File: src/verilog/lpd_consts.vh
// constants shared by the low power card detect block
`ifndef LPD_CONSTS_VH
`define LPD_CONSTS_VH
`define LPD_CARRIER_PER_TICK 16'h0100
`define LPD_DEBUG_SEL_W      3
`define LPD_DBG_ADC_I        3'h1
`define LPD_DBG_ADC_Q        3'h2
`define LPD_DBG_AVG_I        3'h3
`define LPD_DBG_AVG_Q        3'h4
`define LPD_DBG_STRENGTH     3'h5
`define LPD_DBG_STATE        3'h6
`define LPD_DAC_W            8
`define LPD_ZERO8            8'h00
`define LPD_ZERO16           16'h0000
`define LPD_ONE16            16'h0001
`define LPD_GAIN_MID         6'h20
`endif

File: src/verilog/lpd_card_detect.v
// low power card detection loop: calibration, standby/sense loop, level detectors, debug
// ============================================================
// Function
// - with dynamic power control, field timer starts after field-enable command completes.
// - average a configured number of I and Q samples before comparing.
// - card detected when I or Q differs from reference beyond the limit.
// - calibration steps receive gain until strength reaches the target.
// - hysteresis band around target stops gain adjustment oscillating.
// - poll crystal ready every configured interval, counted in units of 256 carrier periods, until ready.
// - wake field detector assertion during the loop ends power saving.
// - wake detector reacts to any 13.56 MHz carrier regardless of modulation.
// - skip collision avoidance in payment profile, do it in general profile.
// - collision detector works only at full power, sensitivity from stored value.
// - in card emulation the collision detector reports an external reader field.
// - host selects debug signal; selected value drives an 8-bit converter.
// - loop alternates timed standby and field-on sensing; no detection returns to standby.
// - loop ends on detection, reset, host attention or external field.
// - I and Q references are calibrated and stored before the loop.
module lpd_card_detect #(
  parameter W  = 10,
  parameter TW = 16
) (
  input  wire                 ref_clk_in,
  input  wire                 rst_n_in,
  input  wire                 ce_in,
  input  wire                 start_in,
  input  wire                 dyn_power_ctrl_in,
  input  wire                 field_cmd_done_in,
  input  wire [2:0]           average_sample_count_in,
  input  wire [W-1:0]         calibration_strength_target_in,
  input  wire [W-1:0]         calibration_strength_hysteresis_in,
  input  wire [W-1:0]         detect_difference_limit_in,
  input  wire [TW-1:0]        sensing_field_duration_in,
  input  wire [TW-1:0]        standby_duration_in,
  input  wire [TW-1:0]        crystal_ready_poll_interval_in,
  input  wire                 crystal_ready_in,
  input  wire                 wake_tick_in,
  input  wire                 sample_valid_in,
  input  wire signed [W-1:0]  adc_i_in,
  input  wire signed [W-1:0]  adc_q_in,
  input  wire [W-1:0]         strength_in,
  input  wire                 host_attention_in,
  input  wire                 wake_field_detector_in,
  input  wire                 collision_field_detector_in,
  input  wire                 payment_profile_in,
  input  wire                 card_emulation_in,
  input  wire [7:0]           collision_sensitivity_in,
  input  wire                 debug_sel_valid_in,
  input  wire [2:0]           debug_sel_in,
  output reg                  field_enable_command_out,
  output reg                  field_on_out,
  output reg                  full_power_out,
  output reg  [5:0]           rx_gain_out,
  output reg                  busy_out,
  output reg                  calibrated_out,
  output reg                  card_detected_out,
  output reg                  loop_exit_out,
  output reg  [2:0]           exit_cause_out,
  output reg                  wake_out,
  output reg                  ext_field_out,
  output reg                  collision_avoid_out,
  output reg  [7:0]           collision_sensitivity_out,
  output reg  signed [W-1:0]  ref_i_out,
  output reg  signed [W-1:0]  ref_q_out,
  output reg  [7:0]           first_aux_output_out,
  output reg  [7:0]           second_aux_output_out
);
  `include "lpd_consts.vh"
  // ============================================================
  // states
  localparam S_IDLE    = 4'h0;
  localparam S_XTAL    = 4'h1;
  localparam S_CAL_ON  = 4'h2;
  localparam S_CAL_ADJ = 4'h3;
  localparam S_CAL_REF = 4'h4;
  localparam S_STANDBY = 4'h5;
  localparam S_FCMD    = 4'h6;
  localparam S_SENSE   = 4'h7;
  localparam S_AVG     = 4'h8;
  localparam S_EXIT    = 4'h9;
  localparam C_NONE  = 3'h0;
  localparam C_CARD  = 3'h1;
  localparam C_HOST  = 3'h2;
  localparam C_FIELD = 3'h3;
  localparam C_RESET = 3'h4;

  function [W-1:0] absdiff;
    input signed [W-1:0] a;
    input signed [W-1:0] b;
    reg   signed [W:0]   d;
    begin
      d = {a[W-1], a} - {b[W-1], b};
      absdiff = d[W] ? (~d[W-1:0] + {{(W-1){1'b0}}, 1'b1}) : d[W-1:0];
    end
  endfunction

  function [7:0] dac8;
    input [W-1:0] v;
    begin
      dac8 = v[W-1:W-8];
    end
  endfunction

  // ============================================================
  // pin synchronisers
  wire xtal_s;
  wire host_s;
  wire wfld_s;
  wire cfld_s;
  wire tick_s;
  lpd_sync2 u_sx (.ref_clk_in(ref_clk_in), .rst_n_in(rst_n_in), .ce_in(ce_in),
                  .d_in(crystal_ready_in), .q_out(xtal_s));
  lpd_sync2 u_sh (.ref_clk_in(ref_clk_in), .rst_n_in(rst_n_in), .ce_in(ce_in),
                  .d_in(host_attention_in), .q_out(host_s));
  // wake_field_detector is a pure carrier envelope level, no demodulation here
  lpd_sync2 u_sw (.ref_clk_in(ref_clk_in), .rst_n_in(rst_n_in), .ce_in(ce_in),
                  .d_in(wake_field_detector_in), .q_out(wfld_s));
  lpd_sync2 u_sc (.ref_clk_in(ref_clk_in), .rst_n_in(rst_n_in), .ce_in(ce_in),
                  .d_in(collision_field_detector_in), .q_out(cfld_s));
  lpd_sync2 u_st (.ref_clk_in(ref_clk_in), .rst_n_in(rst_n_in), .ce_in(ce_in),
                  .d_in(wake_tick_in), .q_out(tick_s));
  reg tick_d_ff;
  wire tick_rise = tick_s & ~tick_d_ff;

  // ============================================================
  // averager
  reg  avg_start_ff;
  wire avg_done;
  wire signed [W-1:0] avg_i;
  wire signed [W-1:0] avg_q;
  lpd_avg #(.W(W)) u_avg (
    .ref_clk_in(ref_clk_in), .rst_n_in(rst_n_in), .ce_in(ce_in),
    .start_in(avg_start_ff), .log2_count_in(average_sample_count_in),
    .sample_valid_in(sample_valid_in), .i_in(adc_i_in), .q_in(adc_q_in),
    .done_out(avg_done), .i_avg_out(avg_i), .q_avg_out(avg_q));

  // ============================================================
  // control
  reg [3:0]    state_ff;
  reg [TW-1:0] tmr_ff;
  reg [7:0]    carrier_ff;
  reg [2:0]    dbg_sel_ff;
  wire [W:0]   tgt_lo = {1'b0, calibration_strength_target_in} - {1'b0, calibration_strength_hysteresis_in};
  wire [W:0]   tgt_hi = {1'b0, calibration_strength_target_in} + {1'b0, calibration_strength_hysteresis_in};
  wire in_loop = (state_ff == S_STANDBY) || (state_ff == S_FCMD) || (state_ff == S_SENSE) || (state_ff == S_AVG);
  wire hit = (absdiff(avg_i, ref_i_out) > detect_difference_limit_in) ||
             (absdiff(avg_q, ref_q_out) > detect_difference_limit_in);

  always @(posedge ref_clk_in) begin
    if (!rst_n_in) begin
      state_ff                  <= S_IDLE;
      tmr_ff                    <= `LPD_ZERO16;
      carrier_ff                <= `LPD_ZERO8;
      tick_d_ff                 <= 1'b0;
      avg_start_ff              <= 1'b0;
      dbg_sel_ff                <= 3'h0;
      field_enable_command_out  <= 1'b0;
      field_on_out              <= 1'b0;
      full_power_out            <= 1'b0;
      rx_gain_out               <= `LPD_GAIN_MID;
      busy_out                  <= 1'b0;
      calibrated_out            <= 1'b0;
      card_detected_out         <= 1'b0;
      loop_exit_out             <= 1'b0;
      exit_cause_out            <= C_RESET;
      wake_out                  <= 1'b0;
      ext_field_out             <= 1'b0;
      collision_avoid_out       <= 1'b0;
      collision_sensitivity_out <= `LPD_ZERO8;
      ref_i_out                 <= {W{1'b0}};
      ref_q_out                 <= {W{1'b0}};
      first_aux_output_out      <= `LPD_ZERO8;
      second_aux_output_out     <= `LPD_ZERO8;
    end else if (ce_in) begin
      tick_d_ff     <= tick_s;
      avg_start_ff  <= 1'b0;
      loop_exit_out <= 1'b0;
      busy_out      <= (state_ff != S_IDLE);
      // full power means not in the low-power loop
      full_power_out <= ~in_loop;
      collision_sensitivity_out <= collision_sensitivity_in;
      collision_avoid_out <= ~in_loop & ~payment_profile_in & ~card_emulation_in & cfld_s;
      ext_field_out <= ~in_loop & card_emulation_in & cfld_s;
      if (in_loop && (host_s || wfld_s)) begin
        state_ff       <= S_EXIT;
        exit_cause_out <= host_s ? C_HOST : C_FIELD;
        wake_out       <= 1'b1;
        field_on_out   <= 1'b0;
        field_enable_command_out <= 1'b0;
      end else begin
        case (state_ff)
          S_IDLE: begin
            if (start_in) begin
              state_ff          <= S_XTAL;
              tmr_ff            <= `LPD_ZERO16;
              carrier_ff        <= `LPD_ZERO8;
              wake_out          <= 1'b0;
              card_detected_out <= 1'b0;
              exit_cause_out    <= C_NONE;
            end
          end
          S_XTAL: begin
            // one carrier count per clock stands in for fc/256 prescale
            carrier_ff <= carrier_ff + 8'h01;
            if ({8'h00, carrier_ff} == `LPD_CARRIER_PER_TICK - `LPD_ONE16) begin
              if (tmr_ff + `LPD_ONE16 >= crystal_ready_poll_interval_in) begin
                tmr_ff <= `LPD_ZERO16;
                if (xtal_s) begin
                  state_ff     <= S_CAL_ON;
                  field_on_out <= 1'b1;
                end
              end else begin
                tmr_ff <= tmr_ff + `LPD_ONE16;
              end
            end
          end
          S_CAL_ON: begin
            if (sample_valid_in) begin
              state_ff <= S_CAL_ADJ;
            end
          end
          S_CAL_ADJ: begin
            if (sample_valid_in) begin
              if ({1'b0, strength_in} < tgt_lo) begin
                rx_gain_out <= rx_gain_out + 6'h01;
              end else if ({1'b0, strength_in} > tgt_hi) begin
                rx_gain_out <= rx_gain_out - 6'h01;
              end else begin
                state_ff     <= S_CAL_REF;
                avg_start_ff <= 1'b1;
              end
            end
          end
          S_CAL_REF: begin
            if (avg_done) begin
              ref_i_out      <= avg_i;
              ref_q_out      <= avg_q;
              calibrated_out <= 1'b1;
              field_on_out   <= 1'b0;
              state_ff       <= S_STANDBY;
              tmr_ff         <= `LPD_ZERO16;
            end
          end
          S_STANDBY: begin
            if (tick_rise) begin
              if (tmr_ff + `LPD_ONE16 >= standby_duration_in) begin
                tmr_ff <= `LPD_ZERO16;
                if (dyn_power_ctrl_in) begin
                  state_ff                 <= S_FCMD;
                  field_enable_command_out <= 1'b1;
                end else begin
                  state_ff     <= S_SENSE;
                  field_on_out <= 1'b1;
                end
              end else begin
                tmr_ff <= tmr_ff + `LPD_ONE16;
              end
            end
          end
          S_FCMD: begin
            if (field_cmd_done_in) begin
              field_enable_command_out <= 1'b0;
              field_on_out             <= 1'b1;
              state_ff                 <= S_SENSE;
              tmr_ff                   <= `LPD_ZERO16;
            end
          end
          S_SENSE: begin
            if (tmr_ff + `LPD_ONE16 >= sensing_field_duration_in) begin
              tmr_ff       <= `LPD_ZERO16;
              state_ff     <= S_AVG;
              avg_start_ff <= 1'b1;
            end else begin
              tmr_ff <= tmr_ff + `LPD_ONE16;
            end
          end
          S_AVG: begin
            if (avg_done) begin
              field_on_out <= 1'b0;
              if (hit) begin
                card_detected_out <= 1'b1;
                exit_cause_out    <= C_CARD;
                wake_out          <= 1'b1;
                state_ff          <= S_EXIT;
              end else begin
                state_ff <= S_STANDBY;
              end
            end
          end
          S_EXIT: begin
            loop_exit_out <= 1'b1;
            state_ff      <= S_IDLE;
          end
          default: state_ff <= S_IDLE;
        endcase
      end
      // ============================================================
      // debug observation
      if (debug_sel_valid_in) begin
        dbg_sel_ff <= debug_sel_in;
      end
      case (dbg_sel_ff)
        `LPD_DBG_ADC_I: begin
          second_aux_output_out <= dac8(adc_i_in);
          first_aux_output_out  <= `LPD_ZERO8;
        end
        `LPD_DBG_ADC_Q: begin
          first_aux_output_out  <= dac8(adc_q_in);
          second_aux_output_out <= `LPD_ZERO8;
        end
        `LPD_DBG_AVG_I: begin
          first_aux_output_out  <= dac8(avg_i);
          second_aux_output_out <= dac8(ref_i_out);
        end
        `LPD_DBG_AVG_Q: begin
          first_aux_output_out  <= dac8(avg_q);
          second_aux_output_out <= dac8(ref_q_out);
        end
        `LPD_DBG_STRENGTH: begin
          first_aux_output_out  <= dac8(strength_in);
          second_aux_output_out <= {2'b00, rx_gain_out};
        end
        `LPD_DBG_STATE: begin
          first_aux_output_out  <= {4'h0, state_ff};
          second_aux_output_out <= {5'h00, exit_cause_out};
        end
        default: begin
          first_aux_output_out  <= `LPD_ZERO8;
          second_aux_output_out <= `LPD_ZERO8;
        end
      endcase
    end
  end
endmodule // lpd_card_detect

File: src/verilog/lpd_sync2.v
// two-flop synchroniser for asynchronous pins
module lpd_sync2 (
  input  wire ref_clk_in,
  input  wire rst_n_in,
  input  wire ce_in,
  input  wire d_in,
  output reg  q_out
);
  reg meta_ff;
  always @(posedge ref_clk_in) begin
    if (!rst_n_in) begin
      meta_ff <= 1'b0;
      q_out   <= 1'b0;
    end else if (ce_in) begin
      meta_ff <= d_in;
      q_out   <= meta_ff;
    end
  end
endmodule // lpd_sync2

File: src/verilog/lpd_avg.v
// accumulator that averages a power-of-two count of i/q samples
module lpd_avg #(
  parameter W  = 10,
  parameter LW = 4
) (
  input  wire                  ref_clk_in,
  input  wire                  rst_n_in,
  input  wire                  ce_in,
  input  wire                  start_in,
  input  wire [2:0]            log2_count_in,
  input  wire                  sample_valid_in,
  input  wire signed [W-1:0]   i_in,
  input  wire signed [W-1:0]   q_in,
  output reg                   done_out,
  output reg  signed [W-1:0]   i_avg_out,
  output reg  signed [W-1:0]   q_avg_out
);
  `include "lpd_consts.vh"
  localparam AW = W + 8;
  reg signed [AW-1:0] acc_i_ff;
  reg signed [AW-1:0] acc_q_ff;
  reg [7:0]           cnt_ff;
  reg                 busy_ff;
  wire [7:0]          target = 8'h01 << log2_count_in;
  wire signed [AW-1:0] sum_i = acc_i_ff + {{8{i_in[W-1]}}, i_in};
  wire signed [AW-1:0] sum_q = acc_q_ff + {{8{q_in[W-1]}}, q_in};
  wire signed [AW-1:0] shi = sum_i >>> log2_count_in;
  wire signed [AW-1:0] shq = sum_q >>> log2_count_in;
  always @(posedge ref_clk_in) begin
    if (!rst_n_in) begin
      acc_i_ff  <= {AW{1'b0}};
      acc_q_ff  <= {AW{1'b0}};
      cnt_ff    <= `LPD_ZERO8;
      busy_ff   <= 1'b0;
      done_out  <= 1'b0;
      i_avg_out <= {W{1'b0}};
      q_avg_out <= {W{1'b0}};
    end else if (ce_in) begin
      done_out <= 1'b0;
      if (start_in) begin
        acc_i_ff <= {AW{1'b0}};
        acc_q_ff <= {AW{1'b0}};
        cnt_ff   <= `LPD_ZERO8;
        busy_ff  <= 1'b1;
      end else if (busy_ff && sample_valid_in) begin
        acc_i_ff <= sum_i;
        acc_q_ff <= sum_q;
        cnt_ff   <= cnt_ff + 8'h01;
        if (cnt_ff + 8'h01 == target) begin
          busy_ff   <= 1'b0;
          done_out  <= 1'b1;
          i_avg_out <= shi[W-1:0];
          q_avg_out <= shq[W-1:0];
        end
      end
    end
  end
endmodule // lpd_avg

File: config.mk
export PLATFORM = sky130hd
export DESIGN_NAME = lpd_card_detect
export DESIGN_NICKNAME = d
export VERILOG_FILES = /design/src/verilog/lpd_card_detect.v /design/src/verilog/lpd_sync2.v /design/src/verilog/lpd_avg.v
export VERILOG_INCLUDE_DIRS = /design/src /design/src/verilog
export SDC_FILE = /design/constraint.sdc
export NUM_CORES = 1
export LEC_CHECK = 0
export BUFFER_PORTS_ARGS = -buffer_cell sky130_fd_sc_hd__buf_2
export CORE_MARGIN = 8
export CORE_UTILIZATION = 60
export DETAILED_ROUTE_END_ITERATION = 16
export PLACE_DENSITY = 0.83
export SLEW_MARGIN = 20
export SYNTH_ARGS = -nofsm -noshare
export SYNTH_HDL_FRONTEND = slang
export SYNTH_SLANG_ARGS = --single-unit
File: constraint.sdc
create_clock -name ref_clk_in -period 13.95 [get_ports ref_clk_in]
set_input_delay 1.395 -clock ref_clk_in [delete_from_list [all_inputs] [get_ports ref_clk_in]]
set_output_delay 1.395 -clock ref_clk_in [all_outputs]
set_load 0.005 [all_outputs]
* Yosys cells after proc, flatten, opt, wreduce, memory -nomap -nowiden *
Cells that the tools add are included.

word-level totals
  output and inout port bits = 63
  logic and storage cells = 233
  bits in latches = 0
  RAM bits = 0
  register bits = 172
  ROM bits = 0
  memories = 0

operators by class
  reductions and logical operators = 32
  div/mod/pow operators = 0
  bitwise logic cells = 14
  $add $sub $neg = 13
  shifts and indexed selects = 3
  equality and inequality tests = 42
  $mul = 0
  multiplexer cells = 82
  order comparisons = 7

operator list
  cell                                                              number
  16-bit 2-to-1 mux                                                 8
  16-bit one-hot mux with 6 select lines                            1
  8-bit one-hot mux with 5 select lines                             2
  18-bit 2-to-1 mux                                                 4
  4-bit 2-to-1 mux                                                  16
  16-bit greater-or-equal comparator                                3
  18-bit adder                                                      2
  4-bit one-hot mux with 9 select lines                             1
  18-bit by 3-bit >>> shifter with 10-bit output                    2
  1-bit 2-to-1 mux                                                  33
  10-bit by 10-bit subtractor with 11-bit output                    3
  8-bit 2-to-1 mux                                                  3
  3-bit by 2-bit != test with 1-bit output (second input constant)  7
  3-bit != test (second input constant)                             7
  10-bit by 1-bit adder with 10-bit output (second input constant)  2
  10-bit > comparator                                               2
  10-bit 2-to-1 mux                                                 2
  10-bit inverter                                                   2
  16-bit by 1-bit adder with 16-bit output (second input constant)  1
  8-bit by 1-bit adder with 8-bit output (second input constant)    2
  4-bit by 3-bit == test with 1-bit output (second input constant)  4
  8-bit one-hot mux with 2 select lines                             1
  15-bit AND reduction                                              1
  3-bit 2-to-1 mux                                                  4
  39 further kinds                                                  80

* Logic depth before layout (Yosys ltp) *
  depth in word-level cells = 10
  gate-level depth with buffers = 24
  mapped depth without buffers = 24

* Cells and area by module *
A second synthesis with hierarchy kept.

second synthesis, totals
  cells, all modules = 1931
  area total of the unflattened synthesis = 14960.6 um^2

modules (own cells, without submodules)
  module           times used  cells an instance  area an instance (um^2)
  lpd_card_detect  1           1188               9046.2
  lpd_avg          1           713                5551.6
  lpd_sync2        5           6                  72.6

* Least setup slack after synthesis *
Ideal clock, no wire load.

  path type = input to register
  start = input port calibration_strength_hysteresis_in[1]
  end = register rx_gain_out[5]
  data required time = 13.816 ns
  library setup time = 0.134 ns
  arrival = 5.624 ns
  path buffers = 0
  setup slack = 8.192 ns
  stages = 24
  path through = inv_1 > ha_1 > nor2b_1 > o21ai_0 > a21oi_1 > o21ai_0 > nand2b_1 > a21o_1 > a21oi_1 > or4b_2 > o211a_1 > ha_1 > nand4_1 > nor2_1 > a221o_1 > o211a_1 > ha_1 > a21o_1 > a21oi_1 > o21bai_1 > a21oi_1 > xnor2_1 > and3_1 > o21ai_0

on the way
  word-level cells in the longest chain between the ends = 4
  elaborated cells on any way between the ends = 7

ends and longest elaborated chain
  item                                                                                                                        RTL line                                      source
  start, declared                                                                                                             lpd_card_detect.v:31                          input wire [W-1:0] calibration_strength_hysteresis_in,
  10-bit by 10-bit subtractor with 11-bit output or 10-bit by 10-bit adder with 11-bit output (tied branches)                 lpd_card_detect.v:143, lpd_card_detect.v:144
  10-bit by 11-bit less-than comparator with 1-bit output or 10-bit by 11-bit > comparator with 1-bit output (tied branches)  lpd_card_detect.v:224, lpd_card_detect.v:226
  2-bit nonzero test (no line)                                                                                                --
  5-bit AND reduction (no line)                                                                                               --
  end signal, assigned                                                                                                        lpd_card_detect.v:160                         rx_gain_out <= `LPD_GAIN_MID;
  end signal, assigned                                                                                                        lpd_card_detect.v:225                         rx_gain_out <= rx_gain_out + 6'h01;
  end signal, assigned                                                                                                        lpd_card_detect.v:227                         rx_gain_out <= rx_gain_out - 6'h01;
  end, declared                                                                                                               lpd_card_detect.v:53                          output reg [5:0] rx_gain_out,

Parallel ways exist; a longest one is shown, timed or not.
A chain may end at the register's enable or synchronous reset.

* Worst setup path after layout *
Same ends and word-level chain as after synthesis.

==> results.toml <==
[placed_design]
postPlaceCellArea_sq_um = 15580
gp_routability_congestion = 0.9239
dpl_worst_slack_ns = 7.557
post-dp-hpwl_um = 32390
io_buffers = 199

[layout]
design_area_sq_um = 16160
layout.nets = 2297
antenna-diode-count = 0
drive_gt1_frac = 0.1491
area_growth_pct = 11.80

[logic_synthesis]
synth-edff-count = 0
netlist-cell-type-count = 94
synth-seq-cells = 170
synth_commonest_cells = "212 x nor2_1, 170 x dfxtp_1, 168 x ha_1"
ys_seq_area_frac = 0.2354
synthesis.yosys.warnings = 0
yosysTopAreaCellShare = 0.2354
synthesis.area_per_instance_sq_um = 7.853
synth_nets = 2153
synth_largest_area_cell = "dfxtp_1"
dominantRegCellSynth = "dfxtp_1"
synth_area_sq_um = 14460
post_synth_main_area_contributors = "dfxtp_1 24%, ha_1 15%, nor2_1 5.5%"
yosysMostFrequentCell = "nor2_1"
syn-instance-count = 1841
synth-async-reset-ratio = 0

[pwr]
worst_ir_drop_vdd_mv = 0.07580
clock_power_share = 0.360
power.share.combinational = 0.245
power.density_cell_area_nw_per_um2 = 82.57
power.switching_w = 0.0004492
power.internal_w = 0.0008854
fin_total_pwr_w = 0.001335
share_seq_of_total_power = 0.395
leak_nw = 7.516
switching_share = 0.3366

[die]
die_area_sq_um = 29320
core_region_area_sq_um = 23960
start_util = 0.6033
core.rowCount = 57
die_w_um = 171.2
num_io_pins = 200
die-height_um = 171.2

[setup_path]
timing.rr.end = "exit_cause_out[0]$_SDFFE_PN0P_"
critical_path.slowest_cell = "or4b_2"
cp_data_required_time_ns = 14.24
cp-start-kind = "input port"
timing.setup.critical_path_class = "input port to register"
critPathCaptureType = "register"
most_frequent_cell_on_the_critical_path = "a21oi_1"
critPathMaxStageDelay_ns = 0.61
cp.arrival_ns = 6.28
crit_path_max_fanout = 7
reg2reg_slack_ns = 8.63
rr_startpoint = "u_avg.i_avg_out[0]$_SDFFE_PN0P_"
timing.reg2reg.worst_path_depth = 22

[clock_network]
cts.repair_timing.setup_buffer_count = 0
htreeDepth = 4
cts_tree = "built"
post_cts.resized_instances = 0
tritoncts.num_buffers = 17
clock_root_cell = "clkbuf_16"
clk_transition_reported_paths_ns = 0.07
clkSinkCount = 170
post_cts_hold_buffer_count = 0
clock_latency_ns = 0.44
clock_tree.buffer_depth = 2

[hold_path]
hold-path-cell-count = 2
worst_hold_path_type = "register to register"
hold_path_end = "card_detected_out$_SDFFE_PN0P_"
hold_path_startpoint = "card_detected_out$_SDFFE_PN0P_"

[sta]
timing.max_slew.rel_slack = 0.3504
finalSetupViolations = 0
fin_crit_ns = 5.989
timing.final.hold_violations = 0
timing_worst_slew_pin_value_ns = 0.9731
final.setup.tns_ns = 0
finalWorstSetupSlack_ns = 7.961
rsz0062_at_grt = "false"
highest_attainable_clock_frequency_ghz = 0.1670
share_of_the_cycle_needed_by_the_critical_path_after_routing = 0.4293
slew_violations = 0
timing.clock.skew_ns = 0.01603

[drt]
drt_first_iter_violations = 1361
detail_route.drc_violations = 0
postRouteAntennaNets = 0
routedWlPerCell_um = 18.04
vias = 14240
drt_pass1_iterations = 7
detail_route.wirelength_um = 41880
viasPerCell = 6.134

[global_routing]
grt_pass1_wl_um = 66510
global_route_usage_sum = 0.2770
first_global_vias = 13410
global_route_congestion_overflow_total = 0
number_of_antenna_violations_at_the_first_check_in_global_routing = 0
grt_start_max_net_pins = 87

[run]
timing.max_cap.violations = 0

[outcome]
status = "complete, no violations"
cell families (layout without fill, tap and decap cells):
family / Yosys count / after routing / share of synthesized area
XOR/XNOR: 96 / 96 / 0.05816
AO/OA/AOI/OAI: 538 / 538 / 0.2453
multiplexers: 75 / 75 / 0.05487
AND/OR/NAND/NOR: 571 / 571 / 0.1921
adder cells (fa/ha/maj): 175 / 175 / 0.1551
flip-flops: 170 / 170 / 0.2354
buffers and inverters: 216 / 373 / 0.05911
final cells by class:
class / instances / area [sq um]
multi-input cells: 1455 / 10200
fillers: 2064 / 7800
flip-flops and latches: 170 / 3403
repair buffers: 208 / 1064
inverters: 133 / 501.7
clock buffers: 19 / 432.9
well taps: 324 / 405.4
clock inverters: 13 / 153.9
sequential cells by signal, summed over array words and instances, names as in the netlist, 3 cells and up:
| name | flops |
|---|---|
| carrier_ff | 8 |
| collision_sensitivity_out | 8 |
| dbg_sel_ff | 3 |
| exit_cause_out | 3 |
| first_aux_output_out | 8 |
| ref_i_out | 10 |
| ref_q_out | 10 |
| rx_gain_out | 6 |
| second_aux_output_out | 8 |
| state_ff | 4 |
| tmr_ff | 16 |
| u_avg.acc_i_ff | 17 |
| u_avg.acc_q_ff | 17 |
| u_avg.cnt_ff | 8 |
| u_avg.i_avg_out | 10 |
| u_avg.q_avg_out | 10 |
how the worst max path moves through the flow:
| stage | from | endpoint | slack (ns) | depth (start not counted) |
|---|---|---|---|---|
| 2_1_floorplan | calibration_strength_hysteresis_in[1] | rx_gain_out[5]$_SDFFE_PN1P_ | 8.19 | 24 |
| 3_3_place_gp | calibration_strength_hysteresis_in[1] | rx_gain_out[5]$_SDFFE_PN1P_ | 7.75 | 25 |
| 3_5_place_dp | calibration_strength_hysteresis_in[1] | rx_gain_out[5]$_SDFFE_PN1P_ | 7.56 | 25 |
| 4_1_cts | calibration_strength_hysteresis_in[1] | rx_gain_out[5]$_SDFFE_PN1P_ | 8.02 | 25 |
| 5_1_grt | calibration_strength_hysteresis_in[1] | rx_gain_out[5]$_SDFFE_PN1P_ | 7.49 | 25 |
| 6_report | calibration_strength_hysteresis_in[1] | rx_gain_out[5]$_SDFFE_PN1P_ | 7.96 | 25 |
worst max-delay path: cells and delay by family:
family                   cells  cell delay, ns
AO/OA/AOI/OAI               13            2.47
XOR/XNOR                     1            0.15
adder cells (fa/ha/maj)      3            0.89
AND/OR/NAND/NOR              6            1.19
buffers and inverters        2            0.20
routing by layer:
layer  vias to the layer above  global-route usage  share of wire
met5                         -                   0              0
met4                         0              0.1153          0.036
met3                        93             0.03902          0.071
met2                       515              0.4717           0.48
met1                      6693              0.3467           0.42
li1                       6942                   -              -
power groups by stage:
stage                     Sequential (W)  Clock (W)  Combinational, W
after floorplan                 0.000517          0          0.000244
after global placement          0.000536          0          0.000311
after detailed placement        0.000537          0          0.000319
after CTS                       0.000526   0.000483          0.000322
after global routing            0.000529   0.000504          0.000360
final                           0.000528   0.000480          0.000327
placed cells by master, fill, tap and decap left out, types with 9 or more instances in the layout:
cell type / synthesis / final
nand4_1: 20 / 20
nor3_1: 36 / 36
o31ai_1: 10 / 10
and3_1: 21 / 21
xnor2_1: 48 / 48
buf_4: 2 / 9
buf_2: 4 / 199
inv_1: 131 / 130
a22oi_1: 45 / 45
nand2b_1: 22 / 22
mux2i_1: 59 / 59
o21a_1: 20 / 20
nor2_1: 212 / 212
a31oi_1: 33 / 33
dfxtp_1: 170 / 170
mux2_2: 14 / 14
a21o_1: 44 / 44
nand2_1: 127 / 126
xor2_1: 48 / 48
ha_1: 168 / 168
nor2b_1: 20 / 20
a211oi_1: 35 / 35
nand3b_1: 15 / 15
o21ai_0: 93 / 93
clkbuf_16: 0 / 17
a21oi_1: 150 / 150
nand3_1: 34 / 34
a221oi_1: 11 / 11
per-stage QoR:
| stage | hold slack (ns) | cells | util |
|---|---|---|---|
| 2_1_floorplan | 0.4319 | 1841 | - |
| 3_3_place_gp | 0.4388 | 2290 | 0.6500 |
| 3_5_place_dp | 0.4485 | 2290 | 0.6500 |
| 4_1_cts | 0.4591 | 2322 | 0.6745 |
| 5_1_grt | 0.4846 | 2322 | 0.6745 |
| 6_report | 0.4589 | 2322 | 0.6745 |
No activity file was read; power rests on OpenSTA's default activity.
